==> src/rtl/iri_pkg.sv <==
// Register map, field positions, timing and state types of the indirect remote I2C engine
package iri_pkg;
   // ------------------------------------------------------------
   // Register offsets
   // ------------------------------------------------------------
   localparam logic [7:0] ADDR_IRQ_CTL = 8'hc6;
   localparam logic [7:0] ADDR_IRQ_STS = 8'hc7;
   localparam logic [7:0] ADDR_STS_CTL = 8'hd0;
   localparam logic [7:0] ADDR_TGT     = 8'hd1;
   localparam logic [7:0] ADDR_OFS     = 8'hd2;
   localparam logic [7:0] ADDR_DATA    = 8'hd3;
   localparam logic [7:0] REG_RESET    = 8'h00;
   // ------------------------------------------------------------
   // Field positions
   // ------------------------------------------------------------
   localparam int BIT_MRESET  = 7;
   localparam int BIT_TODIS   = 5;
   localparam int BIT_FAST    = 4;
   localparam int BIT_ACK     = 1;
   localparam int BIT_DONE    = 0;
   localparam int BIT_DIR     = 0;
   localparam int BIT_IRQ_SRC = 7;
   localparam int BIT_IRQ_GLB = 0;
   // ------------------------------------------------------------
   // Timing
   // ------------------------------------------------------------
   localparam int CLK_PERIOD_NS   = 100;
   localparam int STD_QUARTER_NS  = 2500;
   localparam int FAST_QUARTER_NS = 625;
   localparam int STD_QUARTER_CYC =
      (STD_QUARTER_NS + CLK_PERIOD_NS - 1) / CLK_PERIOD_NS;
   localparam int FAST_QUARTER_CYC =
      (FAST_QUARTER_NS + CLK_PERIOD_NS - 1) / CLK_PERIOD_NS;
   localparam int BUS_TIMEOUT_MS  = 1000;
   localparam int BUS_TIMEOUT_CYC = BUS_TIMEOUT_MS * (1000000 / CLK_PERIOD_NS);
   localparam int QCNT_W          = 5;
   localparam int TOCNT_W         = 24;
   // ------------------------------------------------------------
   // Frame sequencing
   // ------------------------------------------------------------
   localparam logic [3:0] ACK_SLOT = 4'h8;
   localparam logic [1:0] SEG_ADDR = 2'h0;
   localparam logic [1:0] SEG_OFS  = 2'h1;
   localparam logic [1:0] SEG_DATA = 2'h2;
   localparam logic [1:0] SEG_RX   = 2'h3;
   typedef enum logic [2:0] {
      ST_IDLE   = 3'h0,
      ST_START  = 3'h1,
      ST_BIT    = 3'h3,
      ST_STOP   = 3'h2,
      ST_RSTART = 3'h6
   } iri_state_type;
endpackage

==> src/rtl/iri_eng_if.sv <==
// Interface between the register front end and the bus engine
`timescale 1ns/1ps
interface iri_eng_if;
   logic       ce;
   logic       go;
   logic       mreset;
   logic       fast;
   logic       to_dis;
   logic       rw;
   logic [6:0] addr;
   logic [7:0] offset;
   logic [7:0] wdata;
   logic       scl_in;
   logic       sda_in;
   logic       busy;
   logic       done;
   logic       ack;
   logic [7:0] rdata;
   logic       scl_oe;
   logic       sda_oe;
   modport ctl (output ce, go, mreset, fast, to_dis, rw, addr, offset, wdata, scl_in, sda_in,
                input  busy, done, ack, rdata, scl_oe, sda_oe);
   modport eng (input  ce, go, mreset, fast, to_dis, rw, addr, offset, wdata, scl_in, sda_in,
                output busy, done, ack, rdata, scl_oe, sda_oe);
endinterface

==> src/rtl/iri_engine.sv <==
// Bit-level I2C master that runs one indirect access on the far-side bus
`timescale 1ns/1ps
module iri_engine
   import iri_pkg::*;
#(
   parameter int TIMEOUT_CYC = BUS_TIMEOUT_CYC
) (
   // Clock and reset
   input wire logic sys_clk_i,
   input wire logic rst_n_i,
   // Front end and pins
   iri_eng_if.eng   eng
);
   iri_state_type      st_q;
   logic [1:0]         ph_q;
   logic [3:0]         bit_q;
   logic [1:0]         seg_q;
   logic [8:0]         sh_q;
   logic [7:0]         rx_q;
   logic               ok_q;
   logic [QCNT_W-1:0]  qcnt_q;
   logic [TOCNT_W-1:0] to_cnt_q;
   logic               scl_prev_q, sda_prev_q;
   logic               done_q, ack_q, scl_oe_q, sda_oe_q;
   logic [7:0]         rdata_q;
   logic               wait_w, tick_w, to_hit_w, last_w, scl_lo, sda_lo;
   logic [QCNT_W-1:0]  reload_w;

   function automatic logic [7:0] seg_byte(input logic [1:0] s, input logic rw,
                                           input logic [6:0] a, input logic [7:0] o,
                                           input logic [7:0] w);
      case (s)
         SEG_ADDR: seg_byte = {a, 1'b0};
         SEG_OFS:  seg_byte = o;
         SEG_DATA: seg_byte = rw ? {a, 1'b1} : w;
         default:  seg_byte = 8'hff;
      endcase
   endfunction

   // ------------------------------------------------------------
   // Quarter-bit timing and stretch wait
   // ------------------------------------------------------------
   assign reload_w = eng.fast ? QCNT_W'(FAST_QUARTER_CYC - 1)
                              : QCNT_W'(STD_QUARTER_CYC - 1);
   assign wait_w   = (st_q == ST_START && ph_q == 2'h0 && !(eng.scl_in && eng.sda_in)) ||
                     (st_q != ST_IDLE && st_q != ST_START && ph_q == 2'h1 && !eng.scl_in);
   assign tick_w   = st_q != ST_IDLE && qcnt_q == '0 && !wait_w;
   // Only waits count toward the timeout, so a slow but moving bus never trips it
   assign to_hit_w = wait_w && !eng.to_dis && to_cnt_q == TOCNT_W'(TIMEOUT_CYC - 1);
   assign last_w   = (seg_q == SEG_DATA && !eng.rw) || seg_q == SEG_RX;

   always_ff @(posedge sys_clk_i) begin
      if (!rst_n_i) begin
         qcnt_q <= '0;
      end else if (eng.ce) begin
         if (eng.mreset || st_q == ST_IDLE || tick_w) begin
            qcnt_q <= reload_w;
         end else if (qcnt_q != '0) begin
            qcnt_q <= qcnt_q - QCNT_W'(1);
         end
      end
   end

   always_ff @(posedge sys_clk_i) begin
      if (!rst_n_i) begin
         to_cnt_q   <= '0;
         scl_prev_q <= 1'b1;
         sda_prev_q <= 1'b1;
      end else if (eng.ce) begin
         scl_prev_q <= eng.scl_in;
         sda_prev_q <= eng.sda_in;
         if (!wait_w || eng.scl_in != scl_prev_q || eng.sda_in != sda_prev_q) begin
            to_cnt_q <= '0;
         end else if (to_cnt_q != '1) begin
            to_cnt_q <= to_cnt_q + TOCNT_W'(1);
         end
      end
   end

   // ------------------------------------------------------------
   // Frame sequencer
   // ------------------------------------------------------------
   always_ff @(posedge sys_clk_i) begin
      if (!rst_n_i) begin
         st_q    <= ST_IDLE;
         ph_q    <= 2'h0;
         bit_q   <= 4'h0;
         seg_q   <= SEG_ADDR;
         sh_q    <= 9'h1ff;
         rx_q    <= 8'h00;
         ok_q    <= 1'b0;
         done_q  <= 1'b0;
         ack_q   <= 1'b0;
         rdata_q <= 8'h00;
      end else if (eng.ce) begin
         done_q <= 1'b0;
         if (eng.mreset) begin
            st_q <= ST_IDLE;
            ph_q <= 2'h0;
         end else if (to_hit_w) begin
            st_q   <= ST_IDLE;
            ph_q   <= 2'h0;
            done_q <= 1'b1;
            ack_q  <= 1'b0;
         end else if (st_q == ST_IDLE) begin
            if (eng.go) begin
               st_q  <= ST_START;
               ph_q  <= 2'h0;
               seg_q <= SEG_ADDR;
               ok_q  <= 1'b1;
               rx_q  <= 8'h00;
            end
         end else if (tick_w) begin
            ph_q <= ph_q + 2'h1;
            if (st_q == ST_BIT && ph_q == 2'h1) begin
               if (bit_q == ACK_SLOT && seg_q != SEG_RX && eng.sda_in) begin
                  ok_q <= 1'b0;
               end
               if (bit_q != ACK_SLOT && seg_q == SEG_RX) begin
                  rx_q <= {rx_q[6:0], eng.sda_in};
               end
            end
            if (ph_q == 2'h3) begin
               case (st_q)
                  ST_START, ST_RSTART: begin
                     st_q  <= ST_BIT;
                     bit_q <= 4'h0;
                     sh_q  <= {seg_byte(seg_q, eng.rw, eng.addr, eng.offset, eng.wdata), 1'b1};
                  end
                  ST_BIT: begin
                     if (bit_q != ACK_SLOT) begin
                        bit_q <= bit_q + 4'h1;
                        sh_q  <= {sh_q[7:0], 1'b1};
                     end else if (!ok_q || last_w) begin
                        st_q <= ST_STOP;
                     end else if (seg_q == SEG_OFS && eng.rw) begin
                        st_q  <= ST_RSTART;
                        seg_q <= SEG_DATA;
                     end else begin
                        seg_q <= seg_q + 2'h1;
                        bit_q <= 4'h0;
                        sh_q  <= {seg_byte(seg_q + 2'h1, eng.rw, eng.addr, eng.offset,
                                           eng.wdata), 1'b1};
                     end
                  end
                  ST_STOP: begin
                     st_q    <= ST_IDLE;
                     done_q  <= 1'b1;
                     ack_q   <= ok_q;
                     rdata_q <= rx_q;
                  end
                  default: st_q <= ST_IDLE;
               endcase
            end
         end
      end
   end

   // ------------------------------------------------------------
   // Open-drain pin drive
   // ------------------------------------------------------------
   always_comb begin
      scl_lo = 1'b0;
      sda_lo = 1'b0;
      case (st_q)
         ST_START: begin
            scl_lo = ph_q[1];
            sda_lo = ph_q != 2'h0;
         end
         ST_BIT: begin
            scl_lo = ph_q == 2'h0 || ph_q == 2'h3;
            sda_lo = !sh_q[8];
         end
         ST_RSTART: begin
            scl_lo = ph_q == 2'h0 || ph_q == 2'h3;
            sda_lo = ph_q[1];
         end
         ST_STOP: begin
            scl_lo = ph_q == 2'h0;
            sda_lo = !ph_q[1];
         end
         default: begin
            scl_lo = 1'b0;
         end
      endcase
   end

   always_ff @(posedge sys_clk_i) begin
      if (!rst_n_i) begin
         scl_oe_q <= 1'b0;
         sda_oe_q <= 1'b0;
      end else if (eng.ce) begin
         // Releasing mid-frame may strand a slave; that is the price of the reset
         scl_oe_q <= scl_lo && !eng.mreset && !to_hit_w;
         sda_oe_q <= sda_lo && !eng.mreset && !to_hit_w;
      end
   end

   assign eng.busy   = st_q != ST_IDLE;
   assign eng.done   = done_q;
   assign eng.ack    = ack_q;
   assign eng.rdata  = rdata_q;
   assign eng.scl_oe = scl_oe_q;
   assign eng.sda_oe = sda_oe_q;

   a_reset_release: assert property (@(posedge sys_clk_i) disable iff (!rst_n_i)
      (eng.ce && eng.mreset) |=> (!scl_oe_q && !sda_oe_q && st_q == ST_IDLE))
      else $error("master reset did not release the bus");
   a_quarter_len: assert property (@(posedge sys_clk_i) disable iff (!rst_n_i)
      (eng.ce && tick_w && !eng.mreset) |=>
      qcnt_q == ($past(eng.fast) ? QCNT_W'(FAST_QUARTER_CYC - 1)
                                 : QCNT_W'(STD_QUARTER_CYC - 1)))
      else $error("quarter period does not match speed select");
   a_timeout_abort: assert property (@(posedge sys_clk_i) disable iff (!rst_n_i)
      (eng.ce && to_hit_w && !eng.mreset) |=> (st_q == ST_IDLE && done_q && !ack_q))
      else $error("bus timeout did not end the access");
   a_timeout_off: assert property (@(posedge sys_clk_i) disable iff (!rst_n_i)
      (eng.ce && eng.to_dis && st_q != ST_STOP) |=> !done_q)
      else $error("timeout fired while disabled");
   a_frame_start: assert property (@(posedge sys_clk_i) disable iff (!rst_n_i)
      (eng.ce && eng.go && st_q == ST_IDLE && !eng.mreset) |=>
      (st_q == ST_START && ph_q == 2'h0))
      else $error("access did not begin with a start condition");
endmodule // iri_engine

==> src/rtl/iri_top.sv <==
// Register front end of the indirect remote I2C access block
`timescale 1ns/1ps
module iri_top
   import iri_pkg::*;
#(
   parameter int TIMEOUT_CYC = BUS_TIMEOUT_CYC
) (
   // Clock, reset, enable
   input  wire logic       sys_clk_i,
   input  wire logic       rst_n_i,
   input  wire logic       ce_i,
   // Register port
   input  wire logic [7:0] reg_addr_i,
   input  wire logic       reg_wr_i,
   input  wire logic       reg_rd_i,
   input  wire logic [7:0] reg_wdata_i,
   output logic      [7:0] reg_rdata_o,
   // Interrupt to controller
   output logic            int_o,
   // Far-side bus pins
   input  wire logic       scl_i,
   output logic            scl_o,
   output logic            scl_oe_o,
   input  wire logic       sda_i,
   output logic            sda_o,
   output logic            sda_oe_o
);
   logic       mreset_q, todis_q, fast_q, done_q, ack_q;
   logic [7:0] tgt_q, ofs_q, data_q, rdata_q;
   logic       ie_src_q, ie_glb_q, irq_src_q, int_q, go_q, drv_lvl_q;
   logic       scl_s1_q, scl_s2_q, sda_s1_q, sda_s2_q;
   logic       wr_w, rd_sts_w, rd_isr_w, start_w, idle_w;

   iri_eng_if eng_if ();

   iri_engine #(
      .TIMEOUT_CYC (TIMEOUT_CYC)
   ) u_engine (
      .sys_clk_i (sys_clk_i),
      .rst_n_i   (rst_n_i),
      .eng       (eng_if.eng)
   );

   // ------------------------------------------------------------
   // Pin synchronisers
   // ------------------------------------------------------------
   always_ff @(posedge sys_clk_i) begin
      if (!rst_n_i) begin
         scl_s1_q <= 1'b1;
         scl_s2_q <= 1'b1;
         sda_s1_q <= 1'b1;
         sda_s2_q <= 1'b1;
      end else if (ce_i) begin
         scl_s1_q <= scl_i;
         scl_s2_q <= scl_s1_q;
         sda_s1_q <= sda_i;
         sda_s2_q <= sda_s1_q;
      end
   end

   // ------------------------------------------------------------
   // Register writes
   // ------------------------------------------------------------
   assign idle_w   = !eng_if.busy && !go_q;
   assign wr_w     = ce_i && reg_wr_i;
   assign rd_sts_w = ce_i && reg_rd_i && reg_addr_i == ADDR_STS_CTL;
   assign rd_isr_w = ce_i && reg_rd_i && reg_addr_i == ADDR_IRQ_STS;
   // Access parameters are frozen in flight so the engine never sees a torn frame
   assign start_w  = wr_w && reg_addr_i == ADDR_TGT && idle_w && !mreset_q;

   always_ff @(posedge sys_clk_i) begin
      if (!rst_n_i) begin
         mreset_q <= REG_RESET[BIT_MRESET];
         todis_q  <= REG_RESET[BIT_TODIS];
         fast_q   <= REG_RESET[BIT_FAST];
         tgt_q    <= REG_RESET;
         ofs_q    <= REG_RESET;
         ie_src_q <= REG_RESET[BIT_IRQ_SRC];
         ie_glb_q <= REG_RESET[BIT_IRQ_GLB];
         go_q     <= 1'b0;
      end else if (ce_i) begin
         go_q <= start_w;
         if (wr_w && reg_addr_i == ADDR_STS_CTL) begin
            mreset_q <= reg_wdata_i[BIT_MRESET];
            todis_q  <= reg_wdata_i[BIT_TODIS];
            fast_q   <= reg_wdata_i[BIT_FAST];
         end
         if (start_w) begin
            tgt_q <= reg_wdata_i;
         end
         if (wr_w && reg_addr_i == ADDR_OFS && idle_w) begin
            ofs_q <= reg_wdata_i;
         end
         if (wr_w && reg_addr_i == ADDR_IRQ_CTL) begin
            ie_src_q <= reg_wdata_i[BIT_IRQ_SRC];
            ie_glb_q <= reg_wdata_i[BIT_IRQ_GLB];
         end
      end
   end

   always_ff @(posedge sys_clk_i) begin
      if (!rst_n_i) begin
         data_q <= REG_RESET;
      end else if (ce_i) begin
         if (eng_if.done && eng_if.ack && tgt_q[BIT_DIR]) begin
            data_q <= eng_if.rdata;
         end else if (wr_w && reg_addr_i == ADDR_DATA && idle_w) begin
            data_q <= reg_wdata_i;
         end
      end
   end

   // ------------------------------------------------------------
   // Status flags
   // ------------------------------------------------------------
   always_ff @(posedge sys_clk_i) begin
      if (!rst_n_i) begin
         done_q    <= REG_RESET[BIT_DONE];
         ack_q     <= REG_RESET[BIT_ACK];
         irq_src_q <= 1'b0;
         int_q     <= 1'b0;
      end else if (ce_i) begin
         // Completion beats a clear in the same cycle
         if (eng_if.done) begin
            done_q <= 1'b1;
         end else if (rd_sts_w || start_w) begin
            done_q <= 1'b0;
         end
         if (eng_if.done) begin
            ack_q <= eng_if.ack;
         end else if (start_w) begin
            ack_q <= 1'b0;
         end
         if (eng_if.done) begin
            irq_src_q <= 1'b1;
         end else if (rd_isr_w) begin
            irq_src_q <= 1'b0;
         end
         int_q <= irq_src_q && ie_src_q && ie_glb_q;
      end
   end

   // ------------------------------------------------------------
   // Register reads
   // ------------------------------------------------------------
   always_ff @(posedge sys_clk_i) begin
      if (!rst_n_i) begin
         rdata_q   <= 8'h00;
         drv_lvl_q <= 1'b0;
      end else if (ce_i && reg_rd_i) begin
         if (reg_addr_i == ADDR_STS_CTL) begin
            rdata_q <= {mreset_q, 1'b0, todis_q, fast_q, 2'h0, ack_q, done_q};
         end else if (reg_addr_i == ADDR_TGT) begin
            rdata_q <= tgt_q;
         end else if (reg_addr_i == ADDR_OFS) begin
            rdata_q <= ofs_q;
         end else if (reg_addr_i == ADDR_DATA) begin
            rdata_q <= data_q;
         end else if (reg_addr_i == ADDR_IRQ_CTL) begin
            rdata_q <= {ie_src_q, 6'h00, ie_glb_q};
         end else if (reg_addr_i == ADDR_IRQ_STS) begin
            rdata_q <= {irq_src_q, 6'h00, irq_src_q && ie_src_q};
         end else begin
            rdata_q <= 8'h00;
         end
      end
   end

   assign eng_if.ce     = ce_i;
   assign eng_if.go     = go_q;
   assign eng_if.mreset = mreset_q;
   assign eng_if.fast   = fast_q;
   assign eng_if.to_dis = todis_q;
   assign eng_if.rw     = tgt_q[BIT_DIR];
   assign eng_if.addr   = tgt_q[7:1];
   assign eng_if.offset = ofs_q;
   assign eng_if.wdata  = data_q;
   assign eng_if.scl_in = scl_s2_q;
   assign eng_if.sda_in = sda_s2_q;

   assign reg_rdata_o = rdata_q;
   assign int_o       = int_q;
   assign scl_o       = drv_lvl_q;
   assign sda_o       = drv_lvl_q;
   assign scl_oe_o    = eng_if.scl_oe;
   assign sda_oe_o    = eng_if.sda_oe;

   a_done_set: assert property (@(posedge sys_clk_i) disable iff (!rst_n_i)
      (ce_i && eng_if.done) |=> done_q)
      else $error("done flag not set on completion");
   a_done_rd_clr: assert property (@(posedge sys_clk_i) disable iff (!rst_n_i)
      (rd_sts_w && !eng_if.done) |=> !done_q)
      else $error("status read did not clear done");
   a_done_go_clr: assert property (@(posedge sys_clk_i) disable iff (!rst_n_i)
      (start_w && !eng_if.done) |=> !done_q)
      else $error("new access did not clear done");
   a_ack_capture: assert property (@(posedge sys_clk_i) disable iff (!rst_n_i)
      (ce_i && eng_if.done) |=> ack_q == $past(eng_if.ack))
      else $error("ack flag does not match the access result");
   a_rdata_load: assert property (@(posedge sys_clk_i) disable iff (!rst_n_i)
      (ce_i && eng_if.done && eng_if.ack && tgt_q[BIT_DIR]) |=>
      data_q == $past(eng_if.rdata))
      else $error("read byte not placed in data register");
   a_irq_gate: assert property (@(posedge sys_clk_i) disable iff (!rst_n_i)
      (ce_i && irq_src_q && ie_src_q && ie_glb_q) |=> int_o)
      else $error("enabled completion did not raise the interrupt");
   a_irq_off: assert property (@(posedge sys_clk_i) disable iff (!rst_n_i)
      (ce_i && !ie_glb_q) ##1 !ie_glb_q |-> !int_o)
      else $error("interrupt driven while globally disabled");
   a_irq_flag: assert property (@(posedge sys_clk_i) disable iff (!rst_n_i)
      (ce_i && eng_if.done) |=> irq_src_q)
      else $error("completion status not flagged");
endmodule // iri_top

==> config.mk <==
export PLATFORM = sky130hd
export DESIGN_NAME = iri_top
export DESIGN_NICKNAME = d
export VERILOG_FILES = /design/src/rtl/iri_pkg.sv /design/src/rtl/iri_eng_if.sv /design/src/rtl/iri_engine.sv /design/src/rtl/iri_top.sv
export SDC_FILE = /design/constraint.sdc
export NUM_CORES = 1
export LEC_CHECK = 0
export BUFFER_PORTS_ARGS = -buffer_cell sky130_fd_sc_hd__buf_4
export CAP_MARGIN = 20
export CORE_MARGIN = 2
export CORE_UTILIZATION = 63
export DETAILED_ROUTE_END_ITERATION = 10
export GPL_TIMING_DRIVEN = 0
export HOLD_SLACK_MARGIN = 0.15
export PLACE_DENSITY_LB_ADDON = 0.1
export REMOVE_ABC_BUFFERS = 1
export SYNTH_ARGS = -nofsm -noshare
export SYNTH_HDL_FRONTEND = slang
export SYNTH_SLANG_ARGS = --single-unit
==> constraint.sdc <==
create_clock -name sys_clk_i -period 3.9 [get_ports sys_clk_i]
set_input_delay 0.78 -clock sys_clk_i [delete_from_list [all_inputs] [get_ports sys_clk_i]]
set_output_delay 0.78 -clock sys_clk_i [all_outputs]
set_load 0.05 [all_outputs]
======== Yosys cells after proc, flatten, opt, wreduce, memory -nomap -nowiden ========
Index checks and enable logic that the tools add are counted.
cells by class
  $add $sub $neg .......................... 5
  equality and inequality tests ........... 34
  multiplexer cells ....................... 75
  bitwise operators ....................... 3
  reductions and logical operators ........ 105
operators with widths
  operator                                                          count
  8-bit two-way mux                                                 14
  8-bit == test (second input constant)                             6
  24-bit two-way mux                                                2
  8-bit case mux with 3 select lines                                2
  1-bit logical AND                                                 38
  2-bit nonzero test                                                17
  3-bit two-way mux                                                 9
  9-bit two-way mux                                                 3
  24-bit by 1-bit adder with 24-bit output (second input constant)  1
  24-bit == test (second input constant)                            1
  2-bit two-way mux                                                 12
  24-bit inequality test (second input constant)                    1
  1-bit two-way mux                                                 22
  7-bit AND reduction                                               3
  2-bit AND reduction                                               10
  9-bit case mux with 2 select lines                                1
  9-bit AND reduction                                               2
  5-bit two-way mux                                                 3
  1-bit logical NOT                                                 12
  4-bit two-way mux                                                 3
  6-bit AND reduction                                               2
  1-bit logical OR                                                  9
  2-bit == test (second input constant)                             4
  4-bit case mux with 2 select lines                                1
  29 further kinds                                                  44
storage, ports and cells
  input port bits ......................... 23
  output and inout port bits .............. 13
  logic and storage cells ................. 256
  flip-flop bits (word level) ............. 118

======== Depth between registers and ports, before layout ========
  depth after elaboration ................. 12
  gate-level depth with buffers ........... 11
  mapped depth without buffers ............ 8

======== Hierarchy ========
A second synthesis with hierarchy kept.
unflattened totals
  cells, all modules ...................... 738
  area total of the unflattened synthesis .. 6608.8 µm²
by module, submodules not included
  module      instances  cells each  sequential area each (µm²)  area an instance (µm²)
  iri_engine  1          521         1421.4                      4473.0
  iri_top     1          217         920.9                       2135.8

======== Worst setup path before layout ========
No wires, ideal clock.
  path kind ............................... input port to flip-flop
  from .................................... input port reg_addr_i[5]
  to ...................................... register data_q[1]
  buffers on the path ..................... 2
  arrival ................................. 2.504 ns
  setup time .............................. 0.086 ns
  required time ........................... 3.814 ns
  slack ................................... 1.311 ns
  stages .................................. 8
  cell sequence ........................... nor4bb_1 > and3b_1 > clkbuf_1 > nand3_1 > a21oi_1 > clkbuf_1 > nor2_1 > a211oi_1
on the way
  cells in the longest elaborated chain, start to end .. 5
RTL lines
  what                             RTL line        RTL
  start, declared                  iri_top.sv:13   input wire logic [7:0] reg_addr_i,
  8-bit == test                    iri_top.sv:107  end else if (wr_w && reg_addr_i == ADDR_DATA && idle_w) begin
  1-bit logical AND (2 in series)  iri_top.sv:107
  2-bit nonzero test (no line)     --
  2-bit AND reduction (no line)    --
  end signal, assigned             iri_top.sv:106  data_q <= eng_if.rdata;
  end signal, assigned             iri_top.sv:108  data_q <= reg_wdata_i;
  end, declared                    iri_top.sv:29   logic [7:0] tgt_q, ofs_q, data_q, rdata_q;
No other way between the ends.
A chain may end at the register's enable or synchronous reset.

======== Worst setup path in the final report ========
  from .................................... input port ce_i
  to ...................................... register u_engine.bit_q[2]
on the way
  cells in the longest elaborated chain, start to end .. 1
RTL lines
  what                           RTL line           RTL
  start, declared                iri_top.sv:11      input wire logic ce_i,
  9-bit AND reduction (no line)  --
  end signal, assigned           iri_engine.sv:132  bit_q <= bit_q + 4'h1;
  end, declared                  iri_engine.sv:16   logic [3:0] bit_q;
No other way between the ends.

==> qor.csv <==
stage;metric;value;unit
run_status;outcome;completed;
yosys;synthesis-stage register bit count;117;
placement;Placed Instance Area;6300;sq um
critical_path;peak per-stage delay on the critical path;0.86;ns
detailed_routing;Vias/cell;6.56;
flow_run;maxcap violations;0;
die;core area;9240;sq um
yosys;complex-gate fraction of the synthesized area;20.3;%
die;Die ar.;10400;sq um
yosys;Post-synth top cells;117 x dfxtp_1, 75 x nor2_1, 50 x nand2_1;
die;Die Y-Extent;102;microns
timing;final hold viol count;0;
power_and_ir_drop;power per cell area;435;nW/um^2
yosys;top post-synthesis cells by area;dfxtp_1 39%, mux2i_1 7.8%, nor2_1 4.7%, a21oi_1 3.2%, ha_1 3.1%;
power_and_ir_drop;Switching Fraction;21.5;%
detailed_routing;Residual DRC;0;
cells_and_area;share of cells above drive strength 1;12.8;%
detailed_routing;drt pass-1 iters;8;
yosys;area leader, netlist;dfxtp_1;
timing;setup slack after layout;0.268;ns
yosys;Post-Synth Adder-Cell Area;3.12;%
grt;wire length of the first global-routing pass;25.2;mm
yosys;Mapped Cells;693;
timing;relative slew slack;29.0;%
detailed_routing;Vias;5573;
detailed_routing;Post-Route WL;15.7;mm
placement;DPL Wire Length;10.4;mm
critical_path;Top delay family on crit path;simple AND/OR/NAND/NOR gates;
yosys;Post-Syn Area;6020;sq um
die;Initial Util;65.2;%
timing;worst hold slack;0.461;ns
die;I/O pin total;36;
cells_and_area;fill count;666;
placement;Placer Congestion;0.877;
grt;GRT overflow;0;
grt;largest net degree at the start of global routing;42;
hold_path;path type of the worst min-delay path;reg -> reg;
clocking;CTS sink cnt;117;
timing;fin crit share;93.1;%
detailed_routing;Iter 0 DRT Violations;475;
detailed_routing;post-route ant nets;0;
critical_path;WS Path Type;in -> reg;
power_and_ir_drop;sequential share of power;40.2;%
timing;Final setup viols;0;
timing;skew final;0.00566;ns
power_and_ir_drop;Power Total;3.02;mW
critical_path;CP max FO;37;
yosys;YS warnings;0;
placement;# placed instances;816;
detailed_routing;drt wl/cell;18.5;microns
yosys;Synth Flop Type;dfxtp_1;
cells_and_area;area growth from synthesis to layout;15.3;%
timing;Max Slew Vio Count;0;
cells_and_area;Finished Cell Area;6940;sq um
grt;Total Routing Usage GR;31.1;%
cells_and_area;share of the core filled with cells;75.1;%
clocking;clock root cell;clkbuf_8;
cells_and_area;Post-layout nets;745;
clocking;clock tree buffer depth;2;
critical_path;endpoint type of the worst setup path;flip-flop;
timing;unrepaired setup endpoints after global routing;false;
clocking;total setup buffers inserted after CTS;0;
clocking;TritonCTS clock tree;done;
timing;TNS Setup;0;ns
yosys;asr flop ratio synth;0;%
yosys;post-synthesis simple-gate area fraction;21.2;%
critical_path;Setup crit start kind;primary input;
power_and_ir_drop;Comb pwr share;4.4;%
yosys;Distinct cells, synth;65;
power_and_ir_drop;Max VDD drop;0.348;mV
clocking;Num CTS Buffers;17;
yosys;largest family of logic cells by synthesized area;simple AND/OR/NAND/NOR gates;
yosys;Seq/Total Area, Yosys;38.9;%
die;row cnt;35;
yosys;top-count cell post-synth;dfxtp_1;
timing;Worst Tran Pin Value;1.06;ns
placement;IO Port Bufs;33;
timing;max frequency;275;MHz
yosys;top-area cell type share of the netlist area;38.9;%
critical_path;crit-path cells;buf_4 > inv_1 > nor2_1 > o31ai_1 > nand4b_1 > or4_1 > a21oi_1;
yosys;xor/xnor share of the synthesized area;2.18;%
grt;initial antenna violation count;0;
timing;Period minus WS final;3.63;ns
power_and_ir_drop;P_int;2.37;mW
placement;Place WS;-0.209;ns
clocking;worst-skew pair later-pin latency;0.52;ns
clocking;CTS Hold Bufs;0;
critical_path;slowest CP cell;nand4b_1;
power_and_ir_drop;Sw Pwr;0.650;mW
critical_path;WP data required;4.34;ns
cells_and_area;fin cells;849;
yosys;mean post-synth cell area;8.69;sq um
clocking;H-Tree Depth;4;
critical_path;Worst Path Buf+Inv;2;
power_and_ir_drop;Pleak;2.73;nW
yosys;number of synthesized flops with an enable pin;0;
cells_and_area;ant diodes;0;
power_and_ir_drop;Clk pwr share;55.4;%
clocking;clk slew on worst S/H paths;0.06;ns
die;Die Wd;102;microns
critical_path;crit path DAT;4.07;ns
clocking;Post-CTS Resized;0;
grt;vias in the first global route;5113;
yosys;mux cell area share after synthesis;10.2;%
==> logic make-up after synthesis <==
kind of cell             count (synthesis)
buffers and inverters                   61
AND/OR/NAND/NOR                        249
other                                    1
adder cells (fa/ha/maj)                 15
XOR/XNOR                                15
multiplexers                            60
flip-flops                             117
AO/OA/AOI/OAI                          175
==> sequential cells by signal, summed over array words and instances (netlist names), 2 cells and up <==
name                count
u_engine.to_cnt_q      24
data_q                  8
eng_if.offset           8
reg_rdata_o             8
tgt_q                   8
u_engine.eng.rdata      8
u_engine.rx_q           8
u_engine.sh_q           8
u_engine.qcnt_q         5
u_engine.bit_q          4
u_engine.st_q           3
u_engine.ph_q           2
u_engine.seg_q          2
==> area by class of cell <==
cell class	instances	area [sq um]	share of cell area [%]
clock buffer	19	432	6.22
clock inverter	13	204	2.94
inverter	19	72.6	1.05
multi-input combinational	516	3450	49.7
sequential	117	2340	33.7
tap	129	161	2.33
timing repair buffer	36	283	4.07
==> worst paths after layout <==
check / slack [ns] / from / cells after the start / end
min reg2reg: 0.46 / u_engine.sh_q[1] / 1 / u_engine.sh_q[1]
max reg2reg: 0.49 / u_engine.ph_q[1] / 8 / u_engine.bit_q[2]
min: 0.46 / u_engine.sh_q[1] / 1 / u_engine.sh_q[1]
max: 0.27 / ce_i / 7 / u_engine.bit_q[2]
==> placed cells by master (no fill, tap or decap), types with 3 or more instances in the layout <==
cell and instances:
nand3_1 22, nor2_1 75, nor3_1 16, a22oi_1 20
mux2i_1 47, nand2b_1 4, a211oi_1 11, and3b_1 3
dfxtp_1 117, a311oi_1 4, o21ai_0 30, bufinv_16 5
xor2_1 6, nand4_1 10, nor4bb_1 3, o21a_1 3
nor2b_1 7, buf_4 35, and2_1 5, mux2_2 13
or2_2 4, nor4_1 4, or3_1 14, and3_1 9
nand4b_1 3, a21oi_1 38, o211ai_1 9, a22o_1 14
a222oi_1 14, a31oi_1 4, and4_1 5, inv_1 18
clkbuf_16 16, nand2_1 50, a221oi_1 6, nor4b_1 4
ha_1 15, clkinv_2 5, xnor2_1 9
==> power by group through the flow <==
stage,Sequential [mW],Clock (mW),Combinational (mW)
after floorplan,1.25,0,0.0591
after global placement,1.24,0,0.126
after detailed placement,1.24,0,0.131
after CTS,1.21,1.68,0.132
after global routing,1.21,1.74,0.143
final,1.21,1.67,0.133
==> worst reg2reg max path, delay by kind of cell, from the launching register on <==
family / cells / cell delay, ns
compound gates: 3 / 0.77
fa+ha+maj: 1 / 0.23
buf+inv: 1 / 0.11
flops: 1 / 0.35
simple gates: 3 / 1.87
==> routing by layer <==
layer,vias to the layer above,track usage [%],wire [microns]
met1,2693,37.2,6330
met5,-,0,0
met3,45,7.45,937
li1,2610,-,-
met4,0,13.7,450
met2,225,52.9,7950
Note: power is estimated with default switching activity, not from simulation.
